## config.mk

```make
export PLATFORM = sky130hd
export DESIGN_NAME = apsf_ctrl
export DESIGN_NICKNAME = d
export VERILOG_FILES = /design/src/design/apsf_fmt.v /design/src/design/apsf_ctrl.v
export VERILOG_INCLUDE_DIRS = /design/src /design/src/design
export SDC_FILE = /design/constraint.sdc
export NUM_CORES = 1
export LEC_CHECK = 0
export BUFFER_PORTS_ARGS = -buffer_cell sky130_fd_sc_hd__buf_2
export CAP_MARGIN = 25
export CORE_MARGIN = 3
export CORE_UTILIZATION = 45
export DETAILED_ROUTE_END_ITERATION = 8
export PLACE_DENSITY = 0.77
export SKIP_LAST_GASP = 1
export SLEW_MARGIN = 10
export SYNTH_ARGS = -nofsm -noshare
export SYNTH_HDL_FRONTEND = slang
export SYNTH_SLANG_ARGS = --single-unit
```

## constraint.sdc

```tcl
create_clock -name ref_clk -period 2.9 [get_ports ref_clk]
set_clock_uncertainty 0.15 [all_clocks]
set_input_delay 0.435 -clock ref_clk [delete_from_list [all_inputs] [get_ports ref_clk]]
set_output_delay 0.435 -clock ref_clk [all_outputs]
set_load 0.05 [all_outputs]
```

## src/design/apsf_consts.vh

```
`ifndef APSF_CONSTS_VH
`define APSF_CONSTS_VH

// Register word indices on the plain register port
`define APSF_REG_BUF_FIRST 5'h00
`define APSF_REG_BUF_LAST 5'h0F
`define APSF_REG_CTRL 5'h10
`define APSF_REG_CFG 5'h11
`define APSF_REG_PINCFG 5'h12
`define APSF_REG_PORT 5'h13

// Control register field positions
`define APSF_CTRL_ON_BIT 15
`define APSF_CTRL_SIDL_BIT 13
`define APSF_CTRL_FMT_HI 9
`define APSF_CTRL_FMT_LO 8
`define APSF_CTRL_SAMP_BIT 1
`define APSF_CTRL_DONE_BIT 0

// Configuration register field positions
`define APSF_CFG_RC_BIT 7
`define APSF_CFG_CH_HI 3
`define APSF_CFG_CH_LO 0

// Reset values
`define APSF_CTRL_RST 16'h0000
`define APSF_CFG_RST 8'h00
`define APSF_PINCFG_RST 16'h0000

// Read formats
`define APSF_FMT_INT 2'h0
`define APSF_FMT_SINT 2'h1
`define APSF_FMT_FRAC 2'h2
`define APSF_FMT_SFRAC 2'h3

// Timing counts
`define APSF_CONV_TADS 4'hE
`define APSF_RC_START_CYCLES 4'h1

`endif

```

## src/design/apsf_fmt.v

```verilog
`timescale 1ns/1ps
`include "apsf_consts.vh"

module apsf_fmt (
    input wire [11:0] raw,
    input wire [1:0] read_format_sel,
    output reg [15:0] bus_word
);

    always @* begin
        case (read_format_sel)
            `APSF_FMT_INT: begin
                bus_word = {4'h0, raw}; // RL13
            end
            `APSF_FMT_SINT: begin
                bus_word = {{4{raw[11]}}, raw}; // RL13
            end
            `APSF_FMT_FRAC: begin
                bus_word = {raw, 4'h0}; // RL13
            end
            `APSF_FMT_SFRAC: begin
                // Same bit image as fractional; bit 15 is the sign
                bus_word = {raw, 4'h0}; // RL19
            end
            default: begin
                bus_word = 16'h0000;
            end
        endcase
    end

endmodule

```

## src/design/apsf_ctrl.v

```verilog
`timescale 1ns/1ps
`include "apsf_consts.vh"

// Function
// RL1 - Converter on bit powers the block; off disables digital and analog parts.
// RL2 - Software waits for analog settling after turning the converter on.
// RL3 - In Sleep every converter clock but the RC clock stops and is held low.
// RL4 - Sleep during a conversion not clocked by RC aborts it; it never resumes.
// RL5 - Sleep entry and exit leave all register contents unchanged.
// RL6 - RC clock keeps running in Sleep; conversion starts one cycle late.
// RL7 - A conversion finished during Sleep sets the completion flag.
// RL8 - After Sleep conversion: wake if interrupt enabled, else power down silently.
// RL9 - In Idle the converter runs unless stop-in-idle is set.
// RL10 - Reset clears registers, turns converter off, aborts sampling and conversion.
// RL11 - Reset leaves result buffer words untouched; undefined after power-on.
// RL12 - Results are 12 bits; a 2-bit field picks one of four read formats.
// RL13 - Reads give 16 bits: zero, sign-extended, or left-justified with zeros.
// RL14 - Writes to result storage are always right-justified integers.
// RL15 - Port data reads return zero for every analog-configured pin.
// RL16 - A digital-configured pin is never converted as an analog channel.
// RL17 - Caller completes full sampling after a channel change before converting.
// RL18 - Aborted conversions never reach storage; last good value is kept.
// RL19 - Format codes: integer, signed integer, fractional, signed fractional.
// RL20 - In Off mode triggers are ignored and no completion is flagged.

module apsf_ctrl (
    input wire ref_clk,
    input wire rst,
    input wire clk_en,
    input wire [4:0] reg_addr,
    input wire [15:0] reg_wdata,
    input wire reg_wr,
    input wire reg_rd,
    output reg [15:0] reg_rdata,
    input wire tcy_tick,
    input wire rc_osc,
    input wire cpu_sleep,
    input wire cpu_idle,
    input wire irq_enable,
    input wire conv_trigger,
    input wire [11:0] conv_result,
    input wire [15:0] port_pins,
    output reg analog_power_en,
    output reg hold_capacitor,
    output reg conv_clk,
    output reg [3:0] channel_sel,
    output reg done_pulse,
    output reg wake_req
);

    localparam ST_IDLE = 2'h0;
    localparam ST_SAMPLE = 2'h1;
    localparam ST_DELAY = 2'h2;
    localparam ST_CONVERT = 2'h3;

    localparam [15:0] CTRL_RESET = `APSF_CTRL_RST;
    localparam [7:0] CFG_RESET = `APSF_CFG_RST;

    reg converter_on;
    reg stop_in_idle;
    reg [1:0] read_format_sel;
    reg samp;
    reg done;
    reg rc_clock_select;
    reg [3:0] mux_a_channel_sel;
    reg [15:0] analog_pin_config;
    reg [1:0] state;
    reg [3:0] tad_count;
    reg [3:0] wr_ptr;
    reg sleep_off;
    reg rc_s1;
    reg rc_s2;
    reg rc_s3;
    reg [15:0] pin_s1;
    reg [15:0] pin_s2;
    reg [11:0] result_buffer [0:15];

    reg [1:0] next_state;
    reg [3:0] next_tad_count;
    reg next_done_evt;
    reg [15:0] ctrl_word;
    reg [15:0] cfg_word;

    wire [15:0] fmt_word;
    wire wr_ctrl;
    wire wr_cfg;
    wire wr_pincfg;
    wire wr_buf;
    wire rc_tick;
    wire sleep_gated;
    wire idle_halt;
    wire active;
    wire conv_tick;
    wire samp_start;
    wire samp_end;
    wire ch_is_digital;
    wire [11:0] store_value;
    wire on_eff;
    wire buf_wr_en;
    wire [3:0] buf_wr_index;
    wire [11:0] buf_wr_data;

    // Buffer words share one address decode for reads and writes
    function is_buf_addr;
        input [4:0] addr;
        begin
            is_buf_addr = (addr <= `APSF_REG_BUF_LAST);
        end
    endfunction

    assign wr_ctrl = reg_wr && (reg_addr == `APSF_REG_CTRL);
    assign wr_cfg = reg_wr && (reg_addr == `APSF_REG_CFG);
    assign wr_pincfg = reg_wr && (reg_addr == `APSF_REG_PINCFG);
    assign wr_buf = reg_wr && is_buf_addr(reg_addr);

    // Only the second and third stages feed the edge detect
    assign rc_tick = rc_s2 && !rc_s3;

    // Without the RC source all converter clocks die in Sleep
    assign sleep_gated = cpu_sleep && !rc_clock_select; // RL3
    assign idle_halt = cpu_idle && stop_in_idle && !cpu_sleep; // RL9
    // A control write acts in its own cycle, so one write can switch
    // the converter on and start sampling
    assign on_eff = wr_ctrl ? reg_wdata[`APSF_CTRL_ON_BIT] : converter_on;
    assign active = on_eff && !sleep_off; // RL1
    assign conv_tick = rc_clock_select ? rc_tick : tcy_tick;

    // Sampling starts only on a software request, so an aborted
    // sequence cannot pick up again by itself
    assign samp_start = wr_ctrl && reg_wdata[`APSF_CTRL_SAMP_BIT];
    assign samp_end = conv_trigger ||
        (wr_ctrl && !reg_wdata[`APSF_CTRL_SAMP_BIT]);

    assign ch_is_digital = analog_pin_config[mux_a_channel_sel];
    // A digital pin yields zero rather than a conversion
    assign store_value = ch_is_digital ? 12'h000 : conv_result; // RL16

    always @* begin
        next_state = state;
        next_tad_count = tad_count;
        next_done_evt = 1'b0;
        if (!active || sleep_gated) begin
            next_state = ST_IDLE; // RL4
            next_tad_count = 4'h0;
        end else if (idle_halt) begin
            next_state = state; // RL9
        end else begin
            case (state)
                ST_IDLE: begin
                    if (samp_start) begin
                        next_state = ST_SAMPLE; // RL20
                    end
                end
                ST_SAMPLE: begin
                    if (samp_end) begin
                        next_tad_count = 4'h0;
                        if (rc_clock_select) begin
                            next_state = ST_DELAY; // RL6
                        end else begin
                            next_state = ST_CONVERT;
                        end
                    end
                end
                ST_DELAY: begin
                    if (tcy_tick) begin
                        if (tad_count == `APSF_RC_START_CYCLES - 4'h1) begin
                            next_state = ST_CONVERT; // RL6
                            next_tad_count = 4'h0;
                        end else begin
                            next_tad_count = tad_count + 4'h1;
                        end
                    end
                end
                ST_CONVERT: begin
                    if (conv_tick) begin
                        if (tad_count == `APSF_CONV_TADS - 4'h1) begin
                            next_state = ST_IDLE;
                            next_tad_count = 4'h0;
                            next_done_evt = 1'b1;
                        end else begin
                            next_tad_count = tad_count + 4'h1;
                        end
                    end
                end
                default: begin
                    next_state = ST_IDLE;
                end
            endcase
        end
    end

    // One write port: a finished conversion beats a software write
    assign buf_wr_en = next_done_evt || wr_buf; // RL18
    assign buf_wr_index = next_done_evt ? wr_ptr : reg_addr[3:0];
    assign buf_wr_data = next_done_evt ? store_value : reg_wdata[11:0]; // RL14

    always @(posedge ref_clk or posedge rst) begin
        if (rst) begin
            rc_s1 <= 1'b0;
            rc_s2 <= 1'b0;
            rc_s3 <= 1'b0;
            pin_s1 <= 16'h0000;
            pin_s2 <= 16'h0000;
        end else if (clk_en) begin
            rc_s1 <= rc_osc;
            rc_s2 <= rc_s1;
            rc_s3 <= rc_s2;
            pin_s1 <= port_pins;
            pin_s2 <= pin_s1;
        end
    end

    // Sleep touches none of these, only the sequencer state
    always @(posedge ref_clk or posedge rst) begin // RL5
        if (rst) begin
            converter_on <= CTRL_RESET[`APSF_CTRL_ON_BIT]; // RL10
            stop_in_idle <= CTRL_RESET[`APSF_CTRL_SIDL_BIT];
            read_format_sel <=
                CTRL_RESET[`APSF_CTRL_FMT_HI:`APSF_CTRL_FMT_LO];
            samp <= CTRL_RESET[`APSF_CTRL_SAMP_BIT];
            done <= CTRL_RESET[`APSF_CTRL_DONE_BIT];
            rc_clock_select <= CFG_RESET[`APSF_CFG_RC_BIT];
            mux_a_channel_sel <=
                CFG_RESET[`APSF_CFG_CH_HI:`APSF_CFG_CH_LO];
            analog_pin_config <= `APSF_PINCFG_RST;
        end else if (clk_en) begin
            if (wr_ctrl) begin
                converter_on <= reg_wdata[`APSF_CTRL_ON_BIT]; // RL1
                stop_in_idle <= reg_wdata[`APSF_CTRL_SIDL_BIT];
                read_format_sel <=
                    reg_wdata[`APSF_CTRL_FMT_HI:`APSF_CTRL_FMT_LO]; // RL12
                samp <= reg_wdata[`APSF_CTRL_SAMP_BIT];
            end else if (state == ST_SAMPLE && conv_trigger) begin
                samp <= 1'b0;
            end
            // Completion set beats a software clear in the same cycle
            if (next_done_evt) begin
                done <= 1'b1; // RL7
            end else if (wr_ctrl) begin
                done <= reg_wdata[`APSF_CTRL_DONE_BIT];
            end
            if (wr_cfg) begin
                rc_clock_select <= reg_wdata[`APSF_CFG_RC_BIT];
                mux_a_channel_sel <=
                    reg_wdata[`APSF_CFG_CH_HI:`APSF_CFG_CH_LO];
            end
            if (wr_pincfg) begin
                analog_pin_config <= reg_wdata;
            end
        end
    end

    always @(posedge ref_clk or posedge rst) begin
        if (rst) begin
            state <= ST_IDLE; // RL10
            tad_count <= 4'h0;
            wr_ptr <= 4'h0;
            sleep_off <= 1'b0;
            wake_req <= 1'b0;
            done_pulse <= 1'b0;
        end else if (clk_en) begin
            state <= next_state;
            tad_count <= next_tad_count;
            done_pulse <= next_done_evt;
            wake_req <= next_done_evt && cpu_sleep && irq_enable; // RL8
            if (next_done_evt) begin
                wr_ptr <= wr_ptr + 4'h1;
            end
            // Power-down lasts until Sleep ends or software turns off
            if (!cpu_sleep || !converter_on) begin
                sleep_off <= 1'b0;
            end else if (next_done_evt && !irq_enable) begin
                sleep_off <= 1'b1; // RL8
            end
        end
    end

    // No reset on the buffer array so results survive a device reset
    always @(posedge ref_clk) begin
        if (clk_en) begin
            if (buf_wr_en) begin
                result_buffer[buf_wr_index] <= buf_wr_data;
            end
        end
    end // RL11

    always @(posedge ref_clk or posedge rst) begin
        if (rst) begin
            analog_power_en <= 1'b0;
            hold_capacitor <= 1'b0;
            conv_clk <= 1'b0;
            channel_sel <= 4'h0;
        end else if (clk_en) begin
            analog_power_en <= active; // RL1
            hold_capacitor <= (next_state == ST_SAMPLE);
            channel_sel <= mux_a_channel_sel;
            if (next_state != ST_CONVERT || sleep_gated || idle_halt) begin
                conv_clk <= 1'b0; // RL3
            end else if (conv_tick) begin
                conv_clk <= !conv_clk;
            end
        end
    end

    // Built from the field positions so a layout change stays in one place
    always @* begin
        ctrl_word = 16'h0000;
        ctrl_word[`APSF_CTRL_ON_BIT] = converter_on;
        ctrl_word[`APSF_CTRL_SIDL_BIT] = stop_in_idle;
        ctrl_word[`APSF_CTRL_FMT_HI:`APSF_CTRL_FMT_LO] = read_format_sel;
        ctrl_word[`APSF_CTRL_SAMP_BIT] = samp;
        ctrl_word[`APSF_CTRL_DONE_BIT] = done;
        cfg_word = 16'h0000;
        cfg_word[`APSF_CFG_RC_BIT] = rc_clock_select;
        cfg_word[`APSF_CFG_CH_HI:`APSF_CFG_CH_LO] = mux_a_channel_sel;
    end

    apsf_fmt u_fmt (
        .raw(result_buffer[reg_addr[3:0]]),
        .read_format_sel(read_format_sel),
        .bus_word(fmt_word)
    );

    always @(posedge ref_clk or posedge rst) begin
        if (rst) begin
            reg_rdata <= 16'h0000;
        end else if (clk_en) begin
            if (reg_rd) begin
                if (is_buf_addr(reg_addr)) begin
                    reg_rdata <= fmt_word; // RL13
                end else if (reg_addr == `APSF_REG_CTRL) begin
                    reg_rdata <= ctrl_word;
                end else if (reg_addr == `APSF_REG_CFG) begin
                    reg_rdata <= cfg_word;
                end else if (reg_addr == `APSF_REG_PINCFG) begin
                    reg_rdata <= analog_pin_config;
                end else if (reg_addr == `APSF_REG_PORT) begin
                    reg_rdata <= pin_s2 & analog_pin_config; // RL15
                end else begin
                    reg_rdata <= 16'h0000;
                end
            end else begin
                reg_rdata <= 16'h0000;
            end
        end
    end

endmodule

```

==> results.json, run 1 <==
{
  "syn_area_mm2": 0.0125,
  "fillers": 1995,
  "gr-total-overflow": 0,
  "vdd_drop_max_mv": 0.498,
  "yosys-top-cells-area": "edfxtp_1 46%, dfrtp_1 20%, mux4_2 9.2%",
  "required_ns": 3.02,
  "dp_hpwl_mm": 22.2,
  "drc": 0,
  "synth_top_cell_area_share_pct": 46.1,
  "numClockSinks": 290,
  "placed_cells": 1289,
  "min_period_ns": 2.83,
  "min_path_type": "primary input to flip-flop",
  "antenna_found_initial": 0,
  "p_per_area_mw_per_mm2": 611,
  "synthCells": 794,
  "ant_nets": 0,
  "critPathCaptureType": "flip-flop",
  "cts_max_level": 1,
  "initial_core_util_pct": 46.1,
  "setup_viol": 0,
  "stdcell_count": 1370,
  "muxShareOfSynthArea_pct": 16.6,
  "reg2reg_to": "result_buffer[5][6]",
  "die_w_um": 173,
  "cts-root-buf": "clkbuf_16",
  "whs_endpoint": "wake_req",
  "cts_buffers": 29,
  "synth_top_family_by_area": "multiplexers",
  "rows": 60,
  "first_iter_violations": 920,
  "clock_latency_ns": 0.56,
  "crit_type": "flip-flop to flip-flop",
  "post-route-util_pct": 57.3,
  "gr-usage-all-layers_pct": 21.8,
  "fin_area_mm2": 0.0155,
  "fmax_mhz": 354,
  "start_kind": "flip-flop",
  "hold_violations": 0,
  "die_y_um": 173,
  "path_clk_slew_ns": 0.06,
  "synth_fa_ha_area_share_pct": 0.400,
  "synth_area_per_cell_um2": 15.8,
  "core_area_mm2": 0.0271,
  "synth_top_area_cell": "edfxtp_1",
  "slew_violations": 0,
  "syn-num-nets": 858,
  "r2r_cells": 8,
  "grt_pass1_wl_mm": 50.4,
  "reg2reg_from": "tad_count[1]",
  "arrival_ns": 2.95,
  "synth-xor-area-share_pct": 0.210,
  "pin_count": 85,
  "place_congestion": 0.865,
  "place.port_buffers": 84,
  "dpl_cell_area_mm2": 0.0143,
  "dieArea_mm2": 0.0298,
  "period_share_pct": 97.5,
  "ff2ff_setup_slack_ns": 0.07,
  "slew_headroom_pct": 52.8,
  "antenna_cells": 0,
  "syn_to_final_growth_pct": 24.2,
  "synth-simple-area-share_pct": 6.71,
  "grt_max_degree": 99,
  "critPathMaxFanout": 12,
  "synthArstFlopShare_pct": 33.8,
  "drv_cap": 0,
  "worstMarginPinSlew_ns": 0.708,
  "multi_input_comb_area_mm2": 0.00413,
  "ys.flop_type": "edfxtp_1",
  "synth-compound-area-share_pct": 8.29,
  "cts_tree": "yes",
  "hold_start": "irq_enable",
  "min_path_cells": 3,
  "yosys_warnings": 0,
  "vias": 8187,
  "yosys.cell_types.count": 64,
  "wl_mm": 32.7,
  "ys_seq_area_share_pct": 65.7,
  "grt_pass1_vias": 8281,
  "seq_area_mm2": 0.00822,
  "synth_edf_count": 192,
  "leakagePower_nw": 5.78,
  "postCtsSetupBuffers": 0,
  "layout.nets": 1039,
  "clockBufferDepth": 3,
  "wire_per_inst_um": 23.9,
  "layout-drive-gt1-share_pct": 36.8,
  "first_pass_iters": 5,
  "vias_per_cell": 5.98,
  "p_total_mw": 9.49,
  "status": "complete, no violations",
  "rsz0062_at_grt": "false",
  "ys_seq_elements": 290
}
## kinds of logic (layout without fill, tap and decap cells)
logic type | after synthesis | in the layout
AND/OR/NAND/NOR | 154 | 154
XOR/XNOR | 3 | 3
adder cells (fa/ha/maj) | 4 | 4
multiplexers | 135 | 135
flip-flops | 290 | 290
buffers and inverters | 64 | 268
AO/OA/AOI/OAI | 144 | 144
## cells in the mapped netlist (5+ instances only)
master	n
or3_1	5
or4_1	5
clkbuf_1	23
edfxtp_1	192
o2bb2ai_1	17
mux2i_1	16
o211ai_1	18
mux2_2	68
nand4_1	7
o21ai_0	15
nor2_1	23
o22ai_1	9
a21oi_1	15
buf_1	10
a22oi_1	22
inv_1	16
buf_2	13
nand3_1	28
nor3_1	10
dfrtp_1	98
o21ai_1	7
mux4_2	51
nor2b_1	14
nand2_1	33
a22o_1	8
## cells in the final DEF, fill, tap and decap left out, drive strengths merged, types with 3 or more instances in the layout
master,n
nand2,33
o211ai,18
o221ai,4
nand3,28
and3,3
nor2,23
nor4,3
bufinv,3
nor3b,4
buf,170
mux2,68
nand4b,3
xnor2,3
a22oi,22
a22o,8
nor3,11
o21ai,22
o31ai,3
or4,6
o22ai,9
mux4,51
or3,5
ha,4
o2bb2ai,17
clkinv,11
nor2b,14
nand4,7
mux2i,16
dfrtp,98
a31oi,4
clkbuf,37
a21oi,15
inv,19
o311ai,3
or2,4
dlygate4sd3,27
edfxtp,192
## layout make-up
| cell class | count | share of cell area [%] |
|---|---|---|
| well taps | 372 | 3.00 |
| clock buffers | 37 | 5.12 |
| multi-input cells | 440 | 26.6 |
| repair buffers | 197 | 10.7 |
| inverters | 17 | 0.435 |
| clock inverters | 17 | 1.24 |
| flip-flops and latches | 290 | 52.9 |
## worst max-delay path, stage by stage, from the launching register on
cell and delay [ns]:
dfrtp_1 0.37, inv_1 0.10, ha_1 0.18, and3_1 0.18, nand3_1 0.10, or3_4 0.44
or4_4 0.56, a22oi_2 0.28, buf_12 0.18
## metal layers
layer	part of all wire, %	vias up	track usage, %	wire (um)
met5	0	-	0	0
met4	3.5	0	6.86	1140
met3	10	81	5.69	3360
met2	44	463	32.5	14500
met1	42	4097	31.7	13700
li1	-	3546	-	-
## through the flow
step | setup TNS [ns] | setup WS (ns) | hold WS, ns
5_1_grt | 0 | 0.00818 | 0.0112
4_1_cts | 0 | 0.0172 | 0.00146
3_3_place_gp | -2.82 | -0.0741 | 0.333
3_5_place_dp | -3.79 | -0.102 | 0.338
2_1_floorplan | -21.92 | -0.190 | 0.317
6_report | 0 | 0.0736 | 0.0144
## power breakdown
group	switching [mW]	total [mW]	internal, mW
Sequential	0.127	4.70	4.57
Combinational	0.555	0.970	0.415
Clock	1.60	3.83	2.23
## how the worst max path moves through the flow
stage,depth (start not counted),start,end,slack (ns)
floorplan,7,reg_addr[2],result_buffer[5][0],-0.19
global placement,8,reg_addr[3],result_buffer[5][6],-0.07
detailed placement,8,reg_addr[3],result_buffer[5][7],-0.10
CTS,8,tad_count[1],result_buffer[5][6],0.02
global route,8,tad_count[1],result_buffer[5][6],0.008
finish,8,tad_count[1],result_buffer[5][6],0.07
## flip-flops by register name (all words and copies together) (netlist names), 2 cells and up
| name | count |
|---|---|
| result_buffer | 192 |
| analog_pin_config | 16 |
| pin_s1 | 16 |
| pin_s2 | 16 |
| reg_rdata | 16 |
| channel_sel | 4 |
| mux_a_channel_sel | 4 |
| tad_count | 4 |
| wr_ptr | 4 |
| read_format_sel | 2 |
| state | 2 |
## timing repair
item                                   CTS  global route
setup endpoints to repair                0            70
gates resized for setup                  0             1
hold buffers                            27             0
endpoints found under the hold margin  125             0
No activity file was read; power rests on OpenSTA's default activity.
==> run 2, diff against run 1 <==
--- a/config.mk
+++ b/config.mk
@@ -12,8 +12,9 @@
 export CORE_UTILIZATION = 45
 export DETAILED_ROUTE_END_ITERATION = 8
 export PLACE_DENSITY = 0.77
+export RECOVER_POWER = 100
 export SKIP_LAST_GASP = 1
-export SLEW_MARGIN = 10
+export SLEW_MARGIN = 25
 export SYNTH_ARGS = -nofsm -noshare
 export SYNTH_HDL_FRONTEND = slang
 export SYNTH_SLANG_ARGS = --single-unit
==> run 2 against run 1 <==
Compared with the run above: sequential power barely moved; sequential cell count unchanged; combinational power decreased by 2.4%; non-clock buffer count stayed put; design area down 1.4%; sequential share of layout area rose by 0.77 points; critical path type unchanged.
==> results.json, run 2 (synthesis results as in run 1) <==
{
  "layout.nets": 1039,
  "dpl_cell_area_mm2": 0.0143,
  "setup_viol": 0,
  "critPathCaptureType": "flip-flop",
  "wl_met1_mm": 13.8,
  "numClockSinks": 290,
  "min_path_type": "primary input to flip-flop",
  "cts_buffers": 29,
  "intPower_mw": 7.19,
  "hold_violations": 0,
  "first_pass_iters": 5,
  "layout-drive-gt1-share_pct": 31.2,
  "comb_power_share_pct": 10.0,
  "period_share_pct": 98.9,
  "crit_type": "flip-flop to flip-flop",
  "required_ns": 3.01,
  "wl_met2_mm": 14.6,
  "clockBufferDepth": 3,
  "cts_tree": "yes",
  "vdd_drop_max_mv": 0.498,
  "leakagePower_nw": 5.62,
  "multi_input_comb_area_mm2": 0.00404,
  "dp_hpwl_mm": 22.2,
  "worstMarginPinSlew_ns": 1.39,
  "place_congestion": 0.865,
  "start_kind": "flip-flop",
  "placed_cells": 1289,
  "place_ws_ns": -0.102,
  "grt_pass1_vias": 8281,
  "fin_area_mm2": 0.0153,
  "dieArea_mm2": 0.0298,
  "cts_max_level": 1,
  "place.port_buffers": 84,
  "seqPwrFrac_pct": 49.6,
  "sw_frac_of_total_pct": 24.0,
  "vias_per_cell": 5.94,
  "regMostFlops": "result_buffer",
  "syn_to_final_growth_pct": 22.4,
  "die_y_um": 173,
  "whs_ns": 0.00452,
  "critPathMaxFanout": 5,
  "seq_area_mm2": 0.00822,
  "final_common_cell": "edfxtp_1",
  "initial_core_util_pct": 46.1,
  "slew_headroom_pct": 7.45,
  "rsz0062_at_grt": "false",
  "wire_per_inst_um": 23.9,
  "pin_count": 85,
  "rows": 60,
  "wl_mm": 32.8,
  "stdcell_count": 1370,
  "die_w_um": 173,
  "fillers": 2057,
  "drv_cap": 0,
  "core_area_mm2": 0.0271,
  "highest_layer": "met4",
  "fmax_mhz": 349,
  "clkPwrFrac_pct": 40.4,
  "cts-root-buf": "clkbuf_16",
  "arrival_ns": 2.98,
  "met3WireLength_mm": 3.37,
  "antenna_found_initial": 0,
  "clock_latency_ns": 0.56,
  "largest_reg_flops": 192,
  "postCtsSetupBuffers": 0,
  "vias": 8139,
  "fin_tns_setup_ns": 0,
  "status": "complete, no violations",
  "min_period_ns": 2.87,
  "gr-usage-all-layers_pct": 21.8,
  "path_clk_slew_ns": 0.06,
  "p_sw_mw": 2.28,
  "slew_violations": 0,
  "ant_nets": 0,
  "grt_max_degree": 99,
  "gr-total-overflow": 0,
  "finalWorstSetupSlack_ns": 0.0324,
  "first_iter_violations": 895,
  "grt_pass1_wl_mm": 50.4,
  "p_per_area_mw_per_mm2": 619,
  "final_cell_mix": "192 x edfxtp_1, 98 x dfrtp_1, 65 x mux2_2",
  "drc": 0,
  "antenna_cells": 0
}
==> run 2: changes by cell type in the layout (fill, tap and decap cells not counted), sizes merged <==
cell and change:
bufbuf +1, buf -53, clkbuf +52
==> run 2: area by class of cell <==
| type | count | area share [%] |
|---|---|---|
| Clock buffer | 37 | 5.20 |
| Clock inverter | 17 | 1.26 |
| Inverter | 17 | 0.441 |
| Multi-Input combinational cell | 440 | 26.4 |
| Sequential cell | 290 | 53.7 |
| Tap cell | 372 | 3.04 |
| Timing Repair Buffer | 197 | 9.98 |
==> run 2: repair_timing <==
item                                    4_1_cts  5_1_grt
hold endpoints to repair                    125        0
hold buffers                                 27        0
endpoints found under the setup margin        0       70
gates resized for setup                       0        1
==> run 2: worst paths after layout <==
| path | start | to | slack [ns] | cells past startpoint |
|---|---|---|---|---|
| max in group asynchronous | rst | rc_s2 | 0.98 | 4 |
| min in group asynchronous | rst | pin_s1[7] | 0.76 | 4 |
| hold / removal | reg_wdata[5] | analog_pin_config[5] | 0.005 | 2 |
| setup / recovery | tad_count[1] | result_buffer[9][10] | 0.03 | 8 |
| hold reg to reg | wake_req | wake_req | 0.35 | 1 |
| setup reg to reg | tad_count[1] | result_buffer[9][10] | 0.03 | 8 |
==> run 2: power groups by stage <==
| stage | registers (mW) | logic [mW] | clock network (mW) |
|---|---|---|---|
| finish | 4.70 | 0.947 | 3.82 |
| global route | 4.71 | 1.01 | 4.06 |
| CTS | 4.69 | 0.963 | 3.89 |
| detailed placement | 4.78 | 0.928 | 0 |
| floorplan | 4.81 | 0.504 | 0 |
| global placement | 4.77 | 0.911 | 0 |
==> run 2: layer usage <==
metal  up-vias  GRT usage (%)
met4         0           6.86
met3        77           5.69
met5         -              0
met1      4086           31.7
li1       3536              -
met2       440           32.5
==> run 2: metrics by stage <==
stage          util, %  power [mW]
6_report          56.5        9.47
5_1_grt           56.5        9.78
4_1_cts           57.3        9.54
3_5_place_dp      52.6        5.70
3_3_place_gp      52.6        5.68
2_1_floorplan        -        5.32
==> run 2: worst max-delay path, stage by stage (launching register included) <==
cell and delay (ns):
dfrtp_1 0.37, inv_1 0.10, ha_1 0.18, and3_1 0.18, nand3_1 0.10, or3_4 0.44
or4_4 0.55, a22oi_1 0.25, clkbuf_2 0.25
